## src/hw/sld_pkg.sv

```systemverilog
// Shared constants and types of the synchronous line driver control block.
package sld_pkg;
   // ********************************************************************
   // Clock and timing
   // ********************************************************************
   localparam int unsigned CORE_CLK_HZ = 125_000_000;
   localparam int unsigned CYC_PER_MS  = CORE_CLK_HZ / 1000;
   localparam int unsigned DLY_A_MS    = 0;
   localparam int unsigned DLY_B_MS    = 11;
   localparam int unsigned DLY_C_MS    = 50;
   localparam int unsigned DLY_D_MS    = 175;
   localparam int unsigned DLY_CNT_W   = 25;
   localparam int unsigned DIV_W       = 16;
   localparam int unsigned SYNC_N      = 6;
   // ********************************************************************
   // Line rates and their switch patterns {bank high 8, bank low 4}
   // ********************************************************************
   localparam int unsigned NUM_RATES = 10;
   localparam int unsigned RATE_BPS [NUM_RATES] = '{
      2400, 4800, 9600, 19200, 38400, 56000, 64000, 112000, 128000, 256000};
   localparam logic [11:0] RATE_PAT [NUM_RATES] = '{
      12'hfd9, 12'hd97, 12'hd93, 12'hd91, 12'hd90,
      12'hf50, 12'hd50, 12'hf20, 12'hd20, 12'h620};
   localparam logic [3:0]  RATE_IDX_RST = 4'h5;
   // ********************************************************************
   // Register map
   // ********************************************************************
   localparam int unsigned AXI_AW    = 8;
   localparam logic [7:0]  REG_CFG   = 8'h00;
   localparam logic [7:0]  REG_STAT  = 8'h04;
   localparam logic [1:0]  RESP_OKAY = 2'h0;
   localparam logic [1:0]  RESP_SLVERR = 2'h2;
   localparam int unsigned CFG_RATE_LSB = 0;
   localparam int unsigned CFG_SRC_LSB  = 12;
   localparam int unsigned CFG_TERM_BIT = 15;
   localparam int unsigned CFG_CAR_LSB  = 16;
   localparam int unsigned CFG_HALF_BIT = 19;
   localparam logic [2:0]  SRC_RST  = 3'h2;
   localparam logic        TERM_RST = 1'b1;
   localparam logic [2:0]  CAR_RST  = 3'h2;
   localparam logic [2:0]  CAR_CONST = 3'h0;
   localparam logic        HALF_RST = 1'b0;
   localparam logic [31:0] CFG_RST  = {12'h000, HALF_RST, CAR_RST, TERM_RST,
                                       SRC_RST, RATE_PAT[RATE_IDX_RST]};
   localparam logic [31:0] CFG_WMASK = 32'h000f_ffff;
   typedef enum logic [1:0] {
      SRC_INTERNAL, SRC_RECOVERED, SRC_EXTERNAL} sld_src_t;
   typedef enum logic [1:0] {CAR_OFF, CAR_WAIT, CAR_ON} sld_car_t;

   function automatic logic [DIV_W-1:0] half_period(logic [3:0] idx);
      return DIV_W'(CORE_CLK_HZ / (2 * RATE_BPS[idx]));
   endfunction
endpackage

```

## src/hw/sld_ctrl.sv

```systemverilog
// Control logic of a synchronous V.35 to RS-485 line driver.
//
// Summary of operation
// - Ten line rates, 56 Kbps after reset.
// - Twelve speed switch bits decode one rate.
// - Three clock sources, internal by default.
// - One-hot source switches: recovered, internal, external.
// - Internal mode generates transmit clock at rate.
// - Recovered mode aligns clock to received data.
// - External mode echoes terminal clock back out.
// - One bit enables termination, enabled by default.
// - Carrier jumper: constant or four switched delays.
// - Constant carrier: transmitter, CTS, RTS indicator on.
// - Switched: transmitter and carrier follow RTS.
// - Switched: CTS rises after configured delay.
// - Delays 0, 11, 50, 175 ms; 11 default.
// - One bit selects half or full duplex.
// - Carrier detect follows remote unit's RTS.
//
// Register access over AXI4-Lite and the placing of the registers are this design's own decisions.
module sld_ctrl
   import sld_pkg::*;
#(
   parameter int unsigned DLY_A_CYC = DLY_A_MS * CYC_PER_MS,
   parameter int unsigned DLY_B_CYC = DLY_B_MS * CYC_PER_MS,
   parameter int unsigned DLY_C_CYC = DLY_C_MS * CYC_PER_MS,
   parameter int unsigned DLY_D_CYC = DLY_D_MS * CYC_PER_MS
) (
   input  wire logic              i_core_clk,
   input  wire logic              i_reset,
   input  wire logic              i_awvalid,
   output logic                   o_awready,
   input  wire logic [AXI_AW-1:0] i_awaddr,
   input  wire logic              i_wvalid,
   output logic                   o_wready,
   input  wire logic [31:0]       i_wdata,
   input  wire logic [3:0]        i_wstrb,
   output logic                   o_bvalid,
   input  wire logic              i_bready,
   output logic [1:0]             o_bresp,
   input  wire logic              i_arvalid,
   output logic                   o_arready,
   input  wire logic [AXI_AW-1:0] i_araddr,
   output logic                   o_rvalid,
   input  wire logic              i_rready,
   output logic [31:0]            o_rdata,
   output logic [1:0]             o_rresp,
   input  wire logic              i_rts,
   input  wire logic              i_txd,
   input  wire logic              i_line_rxd,
   input  wire logic              i_remote_rts,
   input  wire logic              i_ext_clock_in_a,
   input  wire logic              i_ext_clock_in_b,
   output logic                   o_cts,
   output logic                   o_rxd,
   output logic                   o_dcd,
   output logic                   o_rts_led,
   output logic                   o_line_txd,
   output logic                   o_line_tx_en,
   output logic                   o_line_rts,
   output logic                   o_rx_en,
   output logic                   o_term_en,
   output logic                   o_tx_clock_out_a,
   output logic                   o_tx_clock_out_b
);
   // ********************************************************************
   // Pin synchronisers
   // ********************************************************************
   logic [SYNC_N-1:0] meta_ff;
   logic [SYNC_N-1:0] sync_ff;
   wire  [SYNC_N-1:0] pins = {i_ext_clock_in_b, i_ext_clock_in_a,
                              i_remote_rts, i_line_rxd, i_txd, i_rts};
   always_ff @(posedge i_core_clk or posedge i_reset) begin
      if (i_reset) begin
         meta_ff <= '0;
         sync_ff <= '0;
      end else begin
         meta_ff <= pins;
         sync_ff <= meta_ff;
      end
   end
   wire rts_s   = sync_ff[0];
   wire txd_s   = sync_ff[1];
   wire rxd_s   = sync_ff[2];
   wire rrts_s  = sync_ff[3];
   wire exta_s  = sync_ff[4];
   wire extb_s  = sync_ff[5];

   // ********************************************************************
   // Configuration decode
   // ********************************************************************
   logic [31:0] cfg_ff;
   logic [3:0]  rate_idx_ff;

   function automatic logic [4:0] decode_rate(logic [11:0] pat);
      logic [4:0] r;
      r = 5'h00;
      for (int i = 0; i < NUM_RATES; i++) begin
         if (pat == RATE_PAT[i]) begin
            r = {1'b1, 4'(i)};
         end
      end
      return r;
   endfunction

   wire [4:0] rate_dec = decode_rate(cfg_ff[CFG_RATE_LSB +: 12]);
   wire [2:0] src_sw   = cfg_ff[CFG_SRC_LSB +: 3];
   wire [2:0] car_sel  = cfg_ff[CFG_CAR_LSB +: 3];
   wire       half_dup = cfg_ff[CFG_HALF_BIT];
   // Patterns that are not exactly one-hot fall back to internal timing.
   wire sld_src_t src = (src_sw == 3'h1) ? SRC_RECOVERED :
                        (src_sw == 3'h4) ? SRC_EXTERNAL :
                        SRC_INTERNAL;
   wire constant_car = (car_sel == CAR_CONST);
   wire [DLY_CNT_W-1:0] dly_cyc =
      (car_sel == 3'h1) ? DLY_CNT_W'(DLY_A_CYC) :
      (car_sel == 3'h3) ? DLY_CNT_W'(DLY_C_CYC) :
      (car_sel == 3'h4) ? DLY_CNT_W'(DLY_D_CYC) :
      DLY_CNT_W'(DLY_B_CYC);

   // An unlisted switch pattern keeps the last good rate, so moving
   // switches one at a time never stops the clock.
   always_ff @(posedge i_core_clk or posedge i_reset) begin
      if (i_reset) begin
         rate_idx_ff <= RATE_IDX_RST;
      end else if (rate_dec[4]) begin
         rate_idx_ff <= rate_dec[3:0];
      end
   end

   // ********************************************************************
   // Transmit clock generation
   // ********************************************************************
   logic [DIV_W-1:0] div_ff;
   logic             gen_clk_ff;
   logic             rxd_d_ff;
   logic             ext_lvl_ff;
   logic             tclk_a_ff;
   logic             tclk_b_ff;

   wire [DIV_W-1:0] half_cyc = half_period(rate_idx_ff);
   wire rx_edge  = (rxd_s != rxd_d_ff) && (src == SRC_RECOVERED);
   wire div_wrap = (div_ff == '0);
   // A data edge restarts the half period low, so the rising clock edge
   // lands in the middle of each received bit.
   wire [DIV_W-1:0] nxt_div = (rx_edge | div_wrap) ?
                              half_cyc - DIV_W'(1) : div_ff - DIV_W'(1);
   wire nxt_gen_clk = rx_edge ? 1'b0 :
                      div_wrap ? ~gen_clk_ff : gen_clk_ff;
   // The external pair is only trusted while its halves disagree.
   wire nxt_ext_lvl = (exta_s != extb_s) ? exta_s : ext_lvl_ff;
   wire nxt_tclk = (src == SRC_EXTERNAL) ? ext_lvl_ff : gen_clk_ff;

   always_ff @(posedge i_core_clk or posedge i_reset) begin
      if (i_reset) begin
         div_ff     <= '0;
         gen_clk_ff <= 1'b0;
         rxd_d_ff   <= 1'b0;
         ext_lvl_ff <= 1'b0;
         tclk_a_ff  <= 1'b0;
         tclk_b_ff  <= 1'b1;
      end else begin
         div_ff     <= nxt_div;
         gen_clk_ff <= nxt_gen_clk;
         rxd_d_ff   <= rxd_s;
         ext_lvl_ff <= nxt_ext_lvl;
         tclk_a_ff  <= nxt_tclk;
         tclk_b_ff  <= ~nxt_tclk;
      end
   end

   // ********************************************************************
   // Carrier and RTS to CTS handshake
   // ********************************************************************
   sld_car_t             car_ff;
   sld_car_t             nxt_car;
   logic [DLY_CNT_W-1:0] dly_ff;
   logic                 cts_ff;
   logic                 tx_en_ff;
   logic                 rx_en_ff;
   logic                 dcd_ff;
   logic                 line_txd_ff;
   logic                 rxd_out_ff;
   logic                 term_ff;

   always_comb begin
      nxt_car = car_ff;
      case (car_ff)
         CAR_OFF: begin
            if (rts_s) begin
               nxt_car = (dly_cyc == '0) ? CAR_ON : CAR_WAIT;
            end
         end
         CAR_WAIT: begin
            if (!rts_s) begin
               nxt_car = CAR_OFF;
            end else if (dly_ff == dly_cyc - DLY_CNT_W'(1)) begin
               nxt_car = CAR_ON;
            end
         end
         CAR_ON: begin
            if (!rts_s) begin
               nxt_car = CAR_OFF;
            end
         end
         default: nxt_car = CAR_OFF;
      endcase
   end

   wire [DLY_CNT_W-1:0] nxt_dly = (car_ff == CAR_WAIT) ?
                                  dly_ff + DLY_CNT_W'(1) : '0;
   wire nxt_tx_en = constant_car | rts_s;
   wire nxt_cts   = constant_car | (nxt_car == CAR_ON);
   wire nxt_rx_en = ~half_dup | ~nxt_tx_en;
   // Idle line marks; in half duplex our own echo is not passed back.
   wire nxt_ltxd  = tx_en_ff ? txd_s : 1'b1;
   wire nxt_rxd   = rx_en_ff ? rxd_s : 1'b1;

   always_ff @(posedge i_core_clk or posedge i_reset) begin
      if (i_reset) begin
         car_ff      <= CAR_OFF;
         dly_ff      <= '0;
         cts_ff      <= 1'b0;
         tx_en_ff    <= 1'b0;
         rx_en_ff    <= 1'b1;
         dcd_ff      <= 1'b0;
         line_txd_ff <= 1'b1;
         rxd_out_ff  <= 1'b1;
         term_ff     <= TERM_RST;
      end else begin
         car_ff      <= nxt_car;
         dly_ff      <= nxt_dly;
         cts_ff      <= nxt_cts;
         tx_en_ff    <= nxt_tx_en;
         rx_en_ff    <= nxt_rx_en;
         dcd_ff      <= rrts_s;
         line_txd_ff <= nxt_ltxd;
         rxd_out_ff  <= nxt_rxd;
         term_ff     <= cfg_ff[CFG_TERM_BIT];
      end
   end

   // ********************************************************************
   // AXI4-Lite register slave
   // ********************************************************************
   logic              awready_ff;
   logic              wready_ff;
   logic              aw_held_ff;
   logic              w_held_ff;
   logic [AXI_AW-1:0] aw_addr_ff;
   logic [31:0]       wdata_ff;
   logic [3:0]        wstrb_ff;
   logic              bvalid_ff;
   logic [1:0]        bresp_ff;
   logic              arready_ff;
   logic              rvalid_ff;
   logic [31:0]       rdata_ff;
   logic [1:0]        rresp_ff;
   wire  [31:0]       wmask;

   genvar b;
   generate
      for (b = 0; b < 4; b++) begin : g_lane
         assign wmask[8*b +: 8] = {8{wstrb_ff[b]}};
      end
   endgenerate

   wire aw_take  = i_awvalid & awready_ff;
   wire w_take   = i_wvalid & wready_ff;
   wire do_wr    = aw_held_ff & w_held_ff;
   wire wr_cfg   = do_wr & (aw_addr_ff == REG_CFG);
   wire wr_known = (aw_addr_ff == REG_CFG) | (aw_addr_ff == REG_STAT);
   wire nxt_aw_held = (aw_held_ff | aw_take) & ~do_wr;
   wire nxt_w_held  = (w_held_ff | w_take) & ~do_wr;
   wire nxt_bvalid  = do_wr | (bvalid_ff & ~i_bready);
   wire [31:0] nxt_cfg = wr_cfg ?
      ((cfg_ff & ~wmask) | (wdata_ff & wmask)) & CFG_WMASK : cfg_ff;
   wire ar_take    = i_arvalid & arready_ff;
   wire nxt_rvalid = ar_take | (rvalid_ff & ~i_rready);
   wire [31:0] stat = {20'h00000, term_ff, rx_en_ff, dcd_ff, cts_ff,
                       tx_en_ff, src, rate_dec[4], rate_idx_ff};
   wire rd_cfg  = (i_araddr == REG_CFG);
   wire rd_stat = (i_araddr == REG_STAT);
   wire [31:0] rd_mux = rd_cfg ? cfg_ff : rd_stat ? stat : 32'h0000_0000;

   always_ff @(posedge i_core_clk or posedge i_reset) begin
      if (i_reset) begin
         awready_ff <= 1'b1;
         wready_ff  <= 1'b1;
         aw_held_ff <= 1'b0;
         w_held_ff  <= 1'b0;
         aw_addr_ff <= '0;
         wdata_ff   <= '0;
         wstrb_ff   <= '0;
         bvalid_ff  <= 1'b0;
         bresp_ff   <= RESP_OKAY;
         cfg_ff     <= CFG_RST;
      end else begin
         awready_ff <= ~nxt_aw_held & ~nxt_bvalid;
         wready_ff  <= ~nxt_w_held & ~nxt_bvalid;
         aw_held_ff <= nxt_aw_held;
         w_held_ff  <= nxt_w_held;
         if (aw_take) begin
            aw_addr_ff <= i_awaddr;
         end
         if (w_take) begin
            wdata_ff <= i_wdata;
            wstrb_ff <= i_wstrb;
         end
         bvalid_ff <= nxt_bvalid;
         if (do_wr) begin
            bresp_ff <= wr_known ? RESP_OKAY : RESP_SLVERR;
         end
         cfg_ff <= nxt_cfg;
      end
   end

   always_ff @(posedge i_core_clk or posedge i_reset) begin
      if (i_reset) begin
         arready_ff <= 1'b1;
         rvalid_ff  <= 1'b0;
         rdata_ff   <= '0;
         rresp_ff   <= RESP_OKAY;
      end else begin
         arready_ff <= ~nxt_rvalid;
         rvalid_ff  <= nxt_rvalid;
         if (ar_take) begin
            rdata_ff <= rd_mux;
            rresp_ff <= (rd_cfg | rd_stat) ? RESP_OKAY : RESP_SLVERR;
         end
      end
   end

   // ********************************************************************
   // Outputs
   // ********************************************************************
   assign o_awready        = awready_ff;
   assign o_wready         = wready_ff;
   assign o_bvalid         = bvalid_ff;
   assign o_bresp          = bresp_ff;
   assign o_arready        = arready_ff;
   assign o_rvalid         = rvalid_ff;
   assign o_rdata          = rdata_ff;
   assign o_rresp          = rresp_ff;
   assign o_cts            = cts_ff;
   assign o_rxd            = rxd_out_ff;
   assign o_dcd            = dcd_ff;
   assign o_rts_led        = tx_en_ff;
   assign o_line_txd       = line_txd_ff;
   assign o_line_tx_en     = tx_en_ff;
   assign o_line_rts       = tx_en_ff;
   assign o_rx_en          = rx_en_ff;
   assign o_term_en        = term_ff;
   assign o_tx_clock_out_a = tclk_a_ff;
   assign o_tx_clock_out_b = tclk_b_ff;
endmodule

```

## config.mk

```make
export PLATFORM = sky130hd
export DESIGN_NAME = sld_ctrl
export DESIGN_NICKNAME = d
export VERILOG_FILES = /design/src/hw/sld_pkg.sv /design/src/hw/sld_ctrl.sv
export SDC_FILE = /design/constraint.sdc
export NUM_CORES = 1
export LEC_CHECK = 0
export ABC_AREA = 1
export ABC_CLOCK_PERIOD_IN_PS = 62300
export BUFFER_PORTS_ARGS = -buffer_cell sky130_fd_sc_hd__buf_2
export CAP_MARGIN = 10
export CORE_AREA = 8 8 224 226
export DETAILED_ROUTE_END_ITERATION = 8
export DIE_AREA = 0 0 232 234
export GPL_TIMING_DRIVEN = 1
export PLACE_DENSITY = 0.71
export SETUP_SLACK_MARGIN = 0.4
export SLEW_MARGIN = 10
export SYNTH_ARGS = -nofsm -noshare
export SYNTH_HDL_FRONTEND = slang
export SYNTH_SLANG_ARGS = --single-unit
```

## constraint.sdc

```tcl
create_clock -name i_core_clk -period 62.3 [get_ports i_core_clk]
set_input_delay 6.23 -clock i_core_clk [delete_from_list [all_inputs] [get_ports i_core_clk]]
set_output_delay 6.23 -clock i_core_clk [all_outputs]
set_load 0.005 [all_outputs]
```

==> reports/metrics.cfg, run 1 <==
[cts]
root_buffer=clkbuf_16
h-tree-depth=4
clk_latency_ns=0.43
numCtsBuffers=17
cts_resized=0
cts_tree=done
path_clk_slew_ns=0.07
cts_max_path_buffers=2
cts_hold_buf=0
cts_setup_buffers=0
cts.sinks=151

[yosys]
synth_cells=3511
synth_edf_count=0
synth_top_area_share_pct=14.3
yosysTopAreaCell=dfrtp_1
yosys_warnings=0
synth-seq-area-share_pct=16.5
netlist_area_sq_um=23100
synth.area.top_cells=dfrtp_1 (14%), nand2_1 (14%), ha_1 (13%)
avgSynthCellArea_sq_um=6.58
synthFlopType=dfrtp_1
synth_common_cells=nand2_1 (854), inv_1 (443), o21ai_0 (289)
ys_ff_latch=151
synthDistinctLibCells=77
async_flop_share_pct=100
synth.most_common_cell=nand2_1

[setup_path]
cp_max_fo=34
critPathArrivalTime_ns=52.94
start_kind=flop
critical_path.most_common_cell=nand2_1
cp-end-kind=flop
path_class=reg2reg
critPathRequiredTime_ns=62.60
critPathBufInv=41
worst_path_max_delay_cell=nor2_2
critPathMaxStageDelay_ns=0.80
critical_path.top_delay_family=simple AND/OR/NAND/NOR gates

[global_route]
grt_pass1_vias=21100
antenna_found_initial=0
grtUsageTotal_pct=20.4
grt_pass1_wl_mm=95.6
grt-ovfl-total=0
grt_max_degree=78

[sta]
fin_setup_tns_ns=0
min_period_ns=52.64
tightest_slew_ns=1.05
rsz0062_at_grt=false
slew_headroom_pct=30.0
period_share_pct=84.5
setup_slack_ns=9.66
finalHoldViolCount=0
hold_slack_ns=0.344
slew_violations=0
finClkSkew_ns=0.00896
setup-violations-final=0
fmax_ghz=0.0190

[placed_design]
place_area_sq_um=24000
gp_congestion=0.887
portBuffers=89
hpwl_mm=43.6
dp_slack_ns=9.68

[status]
status=finished clean

[layout]
diodes=0
fin_nets=3877
areaGrowthSynthToFinish_pct=6.38
fin_area_sq_um=24600
drive_gt1_share_pct=13.2

[die]
core-area_sq_um=46800
fp.dieH_um=234
io_pins=117
rows=80
die_w_um=232
start_util_pct=49.3
die-area_sq_um=54300

[routing]
vias=21900
via_per_inst=5.22
first_iter_violations=1114
wirelength_mm=54.9
firstDrtPassIters=5
drc_errors=0
wl_per_cell_um=13.1
drtAntennaViolNets=0

[hold_path]
hold_class=reg2reg

[flow_run]
cap_viol_max_count=0

## cell families (layout without fill, tap and decap cells)
logic type      Yosys count  count (layout)  synth area share, %
compound gates          681             681                 16.3
xor+xnor                188             188                 7.16
fa+ha+maj               242             242                 13.2
buf+inv                 557             613                 10.2
flops                   151             151                 16.5
mux                       2               2               0.0866
other cells               2              18               0.0325
simple gates           1688            1688                 36.6
## cells in the final DEF (no fill, tap or decap), drive strengths merged, types with 19 or more instances in the layout
master,netlist,final
nor4,21,21
o21bai,26,26
a21oi,257,257
or2,29,29
dfrtp,132,132
nor2,257,257
xnor2,76,76
nand2,977,977
inv,471,476
nor3,47,47
buf,38,102
dfstp,19,19
o21ai,328,328
xor2,112,112
nand3,274,274
ha,239,239
nand4,60,60
## worst paths after layout
check,cells after the start,slack (ns),endpoint,start
worst min register to register,0,0.34,sync_ff[1]$_DFF_PP0_,meta_ff[1]$_DFF_PP0_
worst max register to register,316,9.66,div_ff[14]$_DFF_PP0_,rate_idx_ff[0]$_DFFE_PP1P_
min in group asynchronous,2,5.90,dly_ff[12]$_DFF_PP0_,i_reset
max in group asynchronous,3,54.98,aw_addr_ff[7]$_DFFE_PP0P_,i_reset
worst max-delay path,316,9.66,div_ff[14]$_DFF_PP0_,rate_idx_ff[0]$_DFFE_PP1P_
worst min-delay path,0,0.34,sync_ff[1]$_DFF_PP0_,meta_ff[1]$_DFF_PP0_
## routing by layer
metal  track usage (%)  up-vias  part of all wire [%]
met4              4.70        0                   1.6
met3              2.43       63                   3.7
met1              26.2     9826                    48
li1                  -    11700                     -
met2              36.2      321                    47
met5                 0        -                     0
## per-stage QoR
| stage | std cells | util [%] |
|---|---|---|
| floorplan | 3527 | - |
| detailed placement | 4166 | 51.2 |
| finish | 4198 | 52.5 |
| global route | 4198 | 52.5 |
| CTS | 4198 | 52.5 |
| global placement | 4166 | 51.2 |
## layout make-up
class	instances	area [sq um]
inverters	479	1820
repair buffers	102	543
clock inverters	15	193
flip-flops and latches	151	3800
fillers	4769	22300
well taps	615	769
clock buffers	17	425
multi-input cells	2819	17000
Power of run 1 is not shown: default switching activity piles up to over one toggle a cycle in this logic, so the estimate is an artifact.
==> run 2: changes to the inputs <==
--- a/config.mk
+++ b/config.mk
@@ -6,14 +6,14 @@
 export NUM_CORES = 1
 export LEC_CHECK = 0
 export ABC_AREA = 1
-export ABC_CLOCK_PERIOD_IN_PS = 62300
+export ABC_CLOCK_PERIOD_IN_PS = 47300
 export BUFFER_PORTS_ARGS = -buffer_cell sky130_fd_sc_hd__buf_2
 export CAP_MARGIN = 10
 export CORE_AREA = 8 8 224 226
 export DETAILED_ROUTE_END_ITERATION = 8
 export DIE_AREA = 0 0 232 234
 export GPL_TIMING_DRIVEN = 1
-export PLACE_DENSITY = 0.71
+export PLACE_DENSITY = 0.73
 export SETUP_SLACK_MARGIN = 0.4
 export SLEW_MARGIN = 10
 export SYNTH_ARGS = -nofsm -noshare
==> constraint.sdc (replaced) <==
create_clock -name i_core_clk -period 47.3 [get_ports i_core_clk]
set_input_delay 4.73 -clock i_core_clk [delete_from_list [all_inputs] [get_ports i_core_clk]]
set_output_delay 4.73 -clock i_core_clk [all_outputs]
set_load 0.005 [all_outputs]
==> run 2 against run 1 <==
Clock skew up 0.0019 ns. Final cell count is 4.4% higher. Design area up 7.5%. Count of clock-buffer cells in the layout stayed put. Register-to-register slack lost 5.4 ns. Utilization increased by 3.9 points. Setup slack worse by 5.4 ns. Fmax up 22%. Critical endpoint unchanged.
==> reports/metrics.cfg, run 2 (synthesis gave the netlist of run 1 again) <==
[status]
status=finished clean

[die]
die_w_um=232
die-area_sq_um=54300
io_pins=117
fp.dieH_um=234
core-area_sq_um=46800
rows=80
start_util_pct=49.3

[setup_path]
worst_path_max_delay_cell=dfstp_2
critPathBufInv=55
critPathMaxStageDelay_ns=0.58
cp_max_fo=21
critPathRequiredTime_ns=47.65
cp-end-kind=flop
start_kind=flop
path_class=reg2reg
r2r_cells=327
endpoint=div_ff[14]$_DFF_PP0_
ff2ff_setup_slack_ns=4.30
critical_path.most_common_cell=nand2_1
critPathArrivalTime_ns=43.35
critical_path.top_delay_family=simple AND/OR/NAND/NOR gates
startpoint=rate_idx_ff[0]$_DFFE_PP1P_
crit_cells=327
r2r-start=rate_idx_ff[0]$_DFFE_PP1P_
r2r-end=div_ff[14]$_DFF_PP0_

[layout]
seq_area_sq_um=3800
areaGrowthSynthToFinish_pct=14.4
final_common_cell=nand2_1
fin_nets=4062
final_cell_mix=nand2_1 (853), inv_1 (433), o21ai_0 (237)
fillers=4533
multi_input_comb_area_sq_um=17500
stdcell_count=4383
drive_gt1_share_pct=19.3
diodes=0

[flow_run]
cap_viol_max_count=0

[routing]
wl_per_cell_um=13.9
drtAntennaViolNets=0
wirelength_mm=61.0
vias=23200
via_per_inst=5.29
firstDrtPassIters=6
drc_errors=0
first_iter_violations=1413

[sta]
finClkSkew_ns=0.0109
rsz0062_at_grt=false
tightest_slew_ns=1.06
slew_headroom_pct=29.4
fin_setup_tns_ns=0
slew_violations=0
fmax_ghz=0.0233
setup_slack_ns=4.30
hold_slack_ns=0.350
setup-violations-final=0
period_share_pct=90.9
min_period_ns=43.00
finalHoldViolCount=0

[global_route]
grt_max_degree=81
antenna_found_initial=0
grt_pass1_wl_mm=99.7
grt-ovfl-total=0
grt_pass1_vias=21400
grtUsageTotal_pct=21.5

[cts]
cts.sinks=151
numCtsBuffers=17
root_buffer=clkbuf_16
path_clk_slew_ns=0.07
clk_latency_ns=0.43
cts_max_path_buffers=2
cts_tree=done
h-tree-depth=4

[placed_design]
dp_cells=4293
portBuffers=89
dp_slack_ns=0.740
gp_congestion=0.895
hpwl_mm=46.8

[hold_path]
hold_class=reg2reg

## run 2: cell count changes in the layout (fill, tap and decap cells not counted), sizes merged
cell,delta
buf,+176
bufinv,-3
clkinv,+1
clkinvlp,+3
inv,+3
nand2,+1
nand3,+1
nor2,+2
o21ai,+1
## run 2: repair_timing
item | in CTS | in global routing
setup buffers | 0 | 49
endpoints found under the setup margin | 0 | 16
resized for setup | 0 | 150
hold buffers | 0 | 0
## run 2: worst min path at each step
stage | start | endpoint | slack, ns | cells past startpoint
6_report | meta_ff[0]$_DFF_PP0_ | sync_ff[0]$_DFF_PP0_ | 0.35 | 0
3_5_place_dp | sync_ff[3]$_DFF_PP0_ | o_dcd$_DFF_PP0_ | 0.34 | 0
5_1_grt | meta_ff[0]$_DFF_PP0_ | sync_ff[0]$_DFF_PP0_ | 0.35 | 0
3_3_place_gp | meta_ff[2]$_DFF_PP0_ | sync_ff[2]$_DFF_PP0_ | 0.33 | 0
4_1_cts | meta_ff[0]$_DFF_PP0_ | sync_ff[0]$_DFF_PP0_ | 0.35 | 0
2_1_floorplan | sync_ff[3]$_DFF_PP0_ | o_dcd$_DFF_PP0_ | 0.33 | 0
## run 2: through the flow
step / instance area (sq um) / util, %
floorplan: 23200 / -
global placement: 25000 / 53.3
detailed placement: 25000 / 53.3
CTS: 25500 / 54.5
global route: 26400 / 56.4
finish: 26400 / 56.4
## run 2: layout make-up
cell class / count / area share [%]
repair buffers: 278 / 7.33
clock buffers: 17 / 1.61
flip-flops and latches: 151 / 14.4
repair inverters: 4 / 0.114
well taps: 615 / 2.91
multi-input cells: 2824 / 66.1
inverters: 479 / 6.97
clock inverters: 15 / 0.587
## run 2: metal layers
| layer | vias to the layer above | part of all wire [%] | GRT usage, % |
|---|---|---|---|
| met5 | - | 0 | 0 |
| met4 | 0 | 1.4 | 4.25 |
| met3 | 63 | 4.0 | 2.03 |
| met2 | 458 | 48 | 38.6 |
| met1 | 10600 | 46 | 27.9 |
| li1 | 12100 | - | - |
Power of run 2 is left out for the same reason.
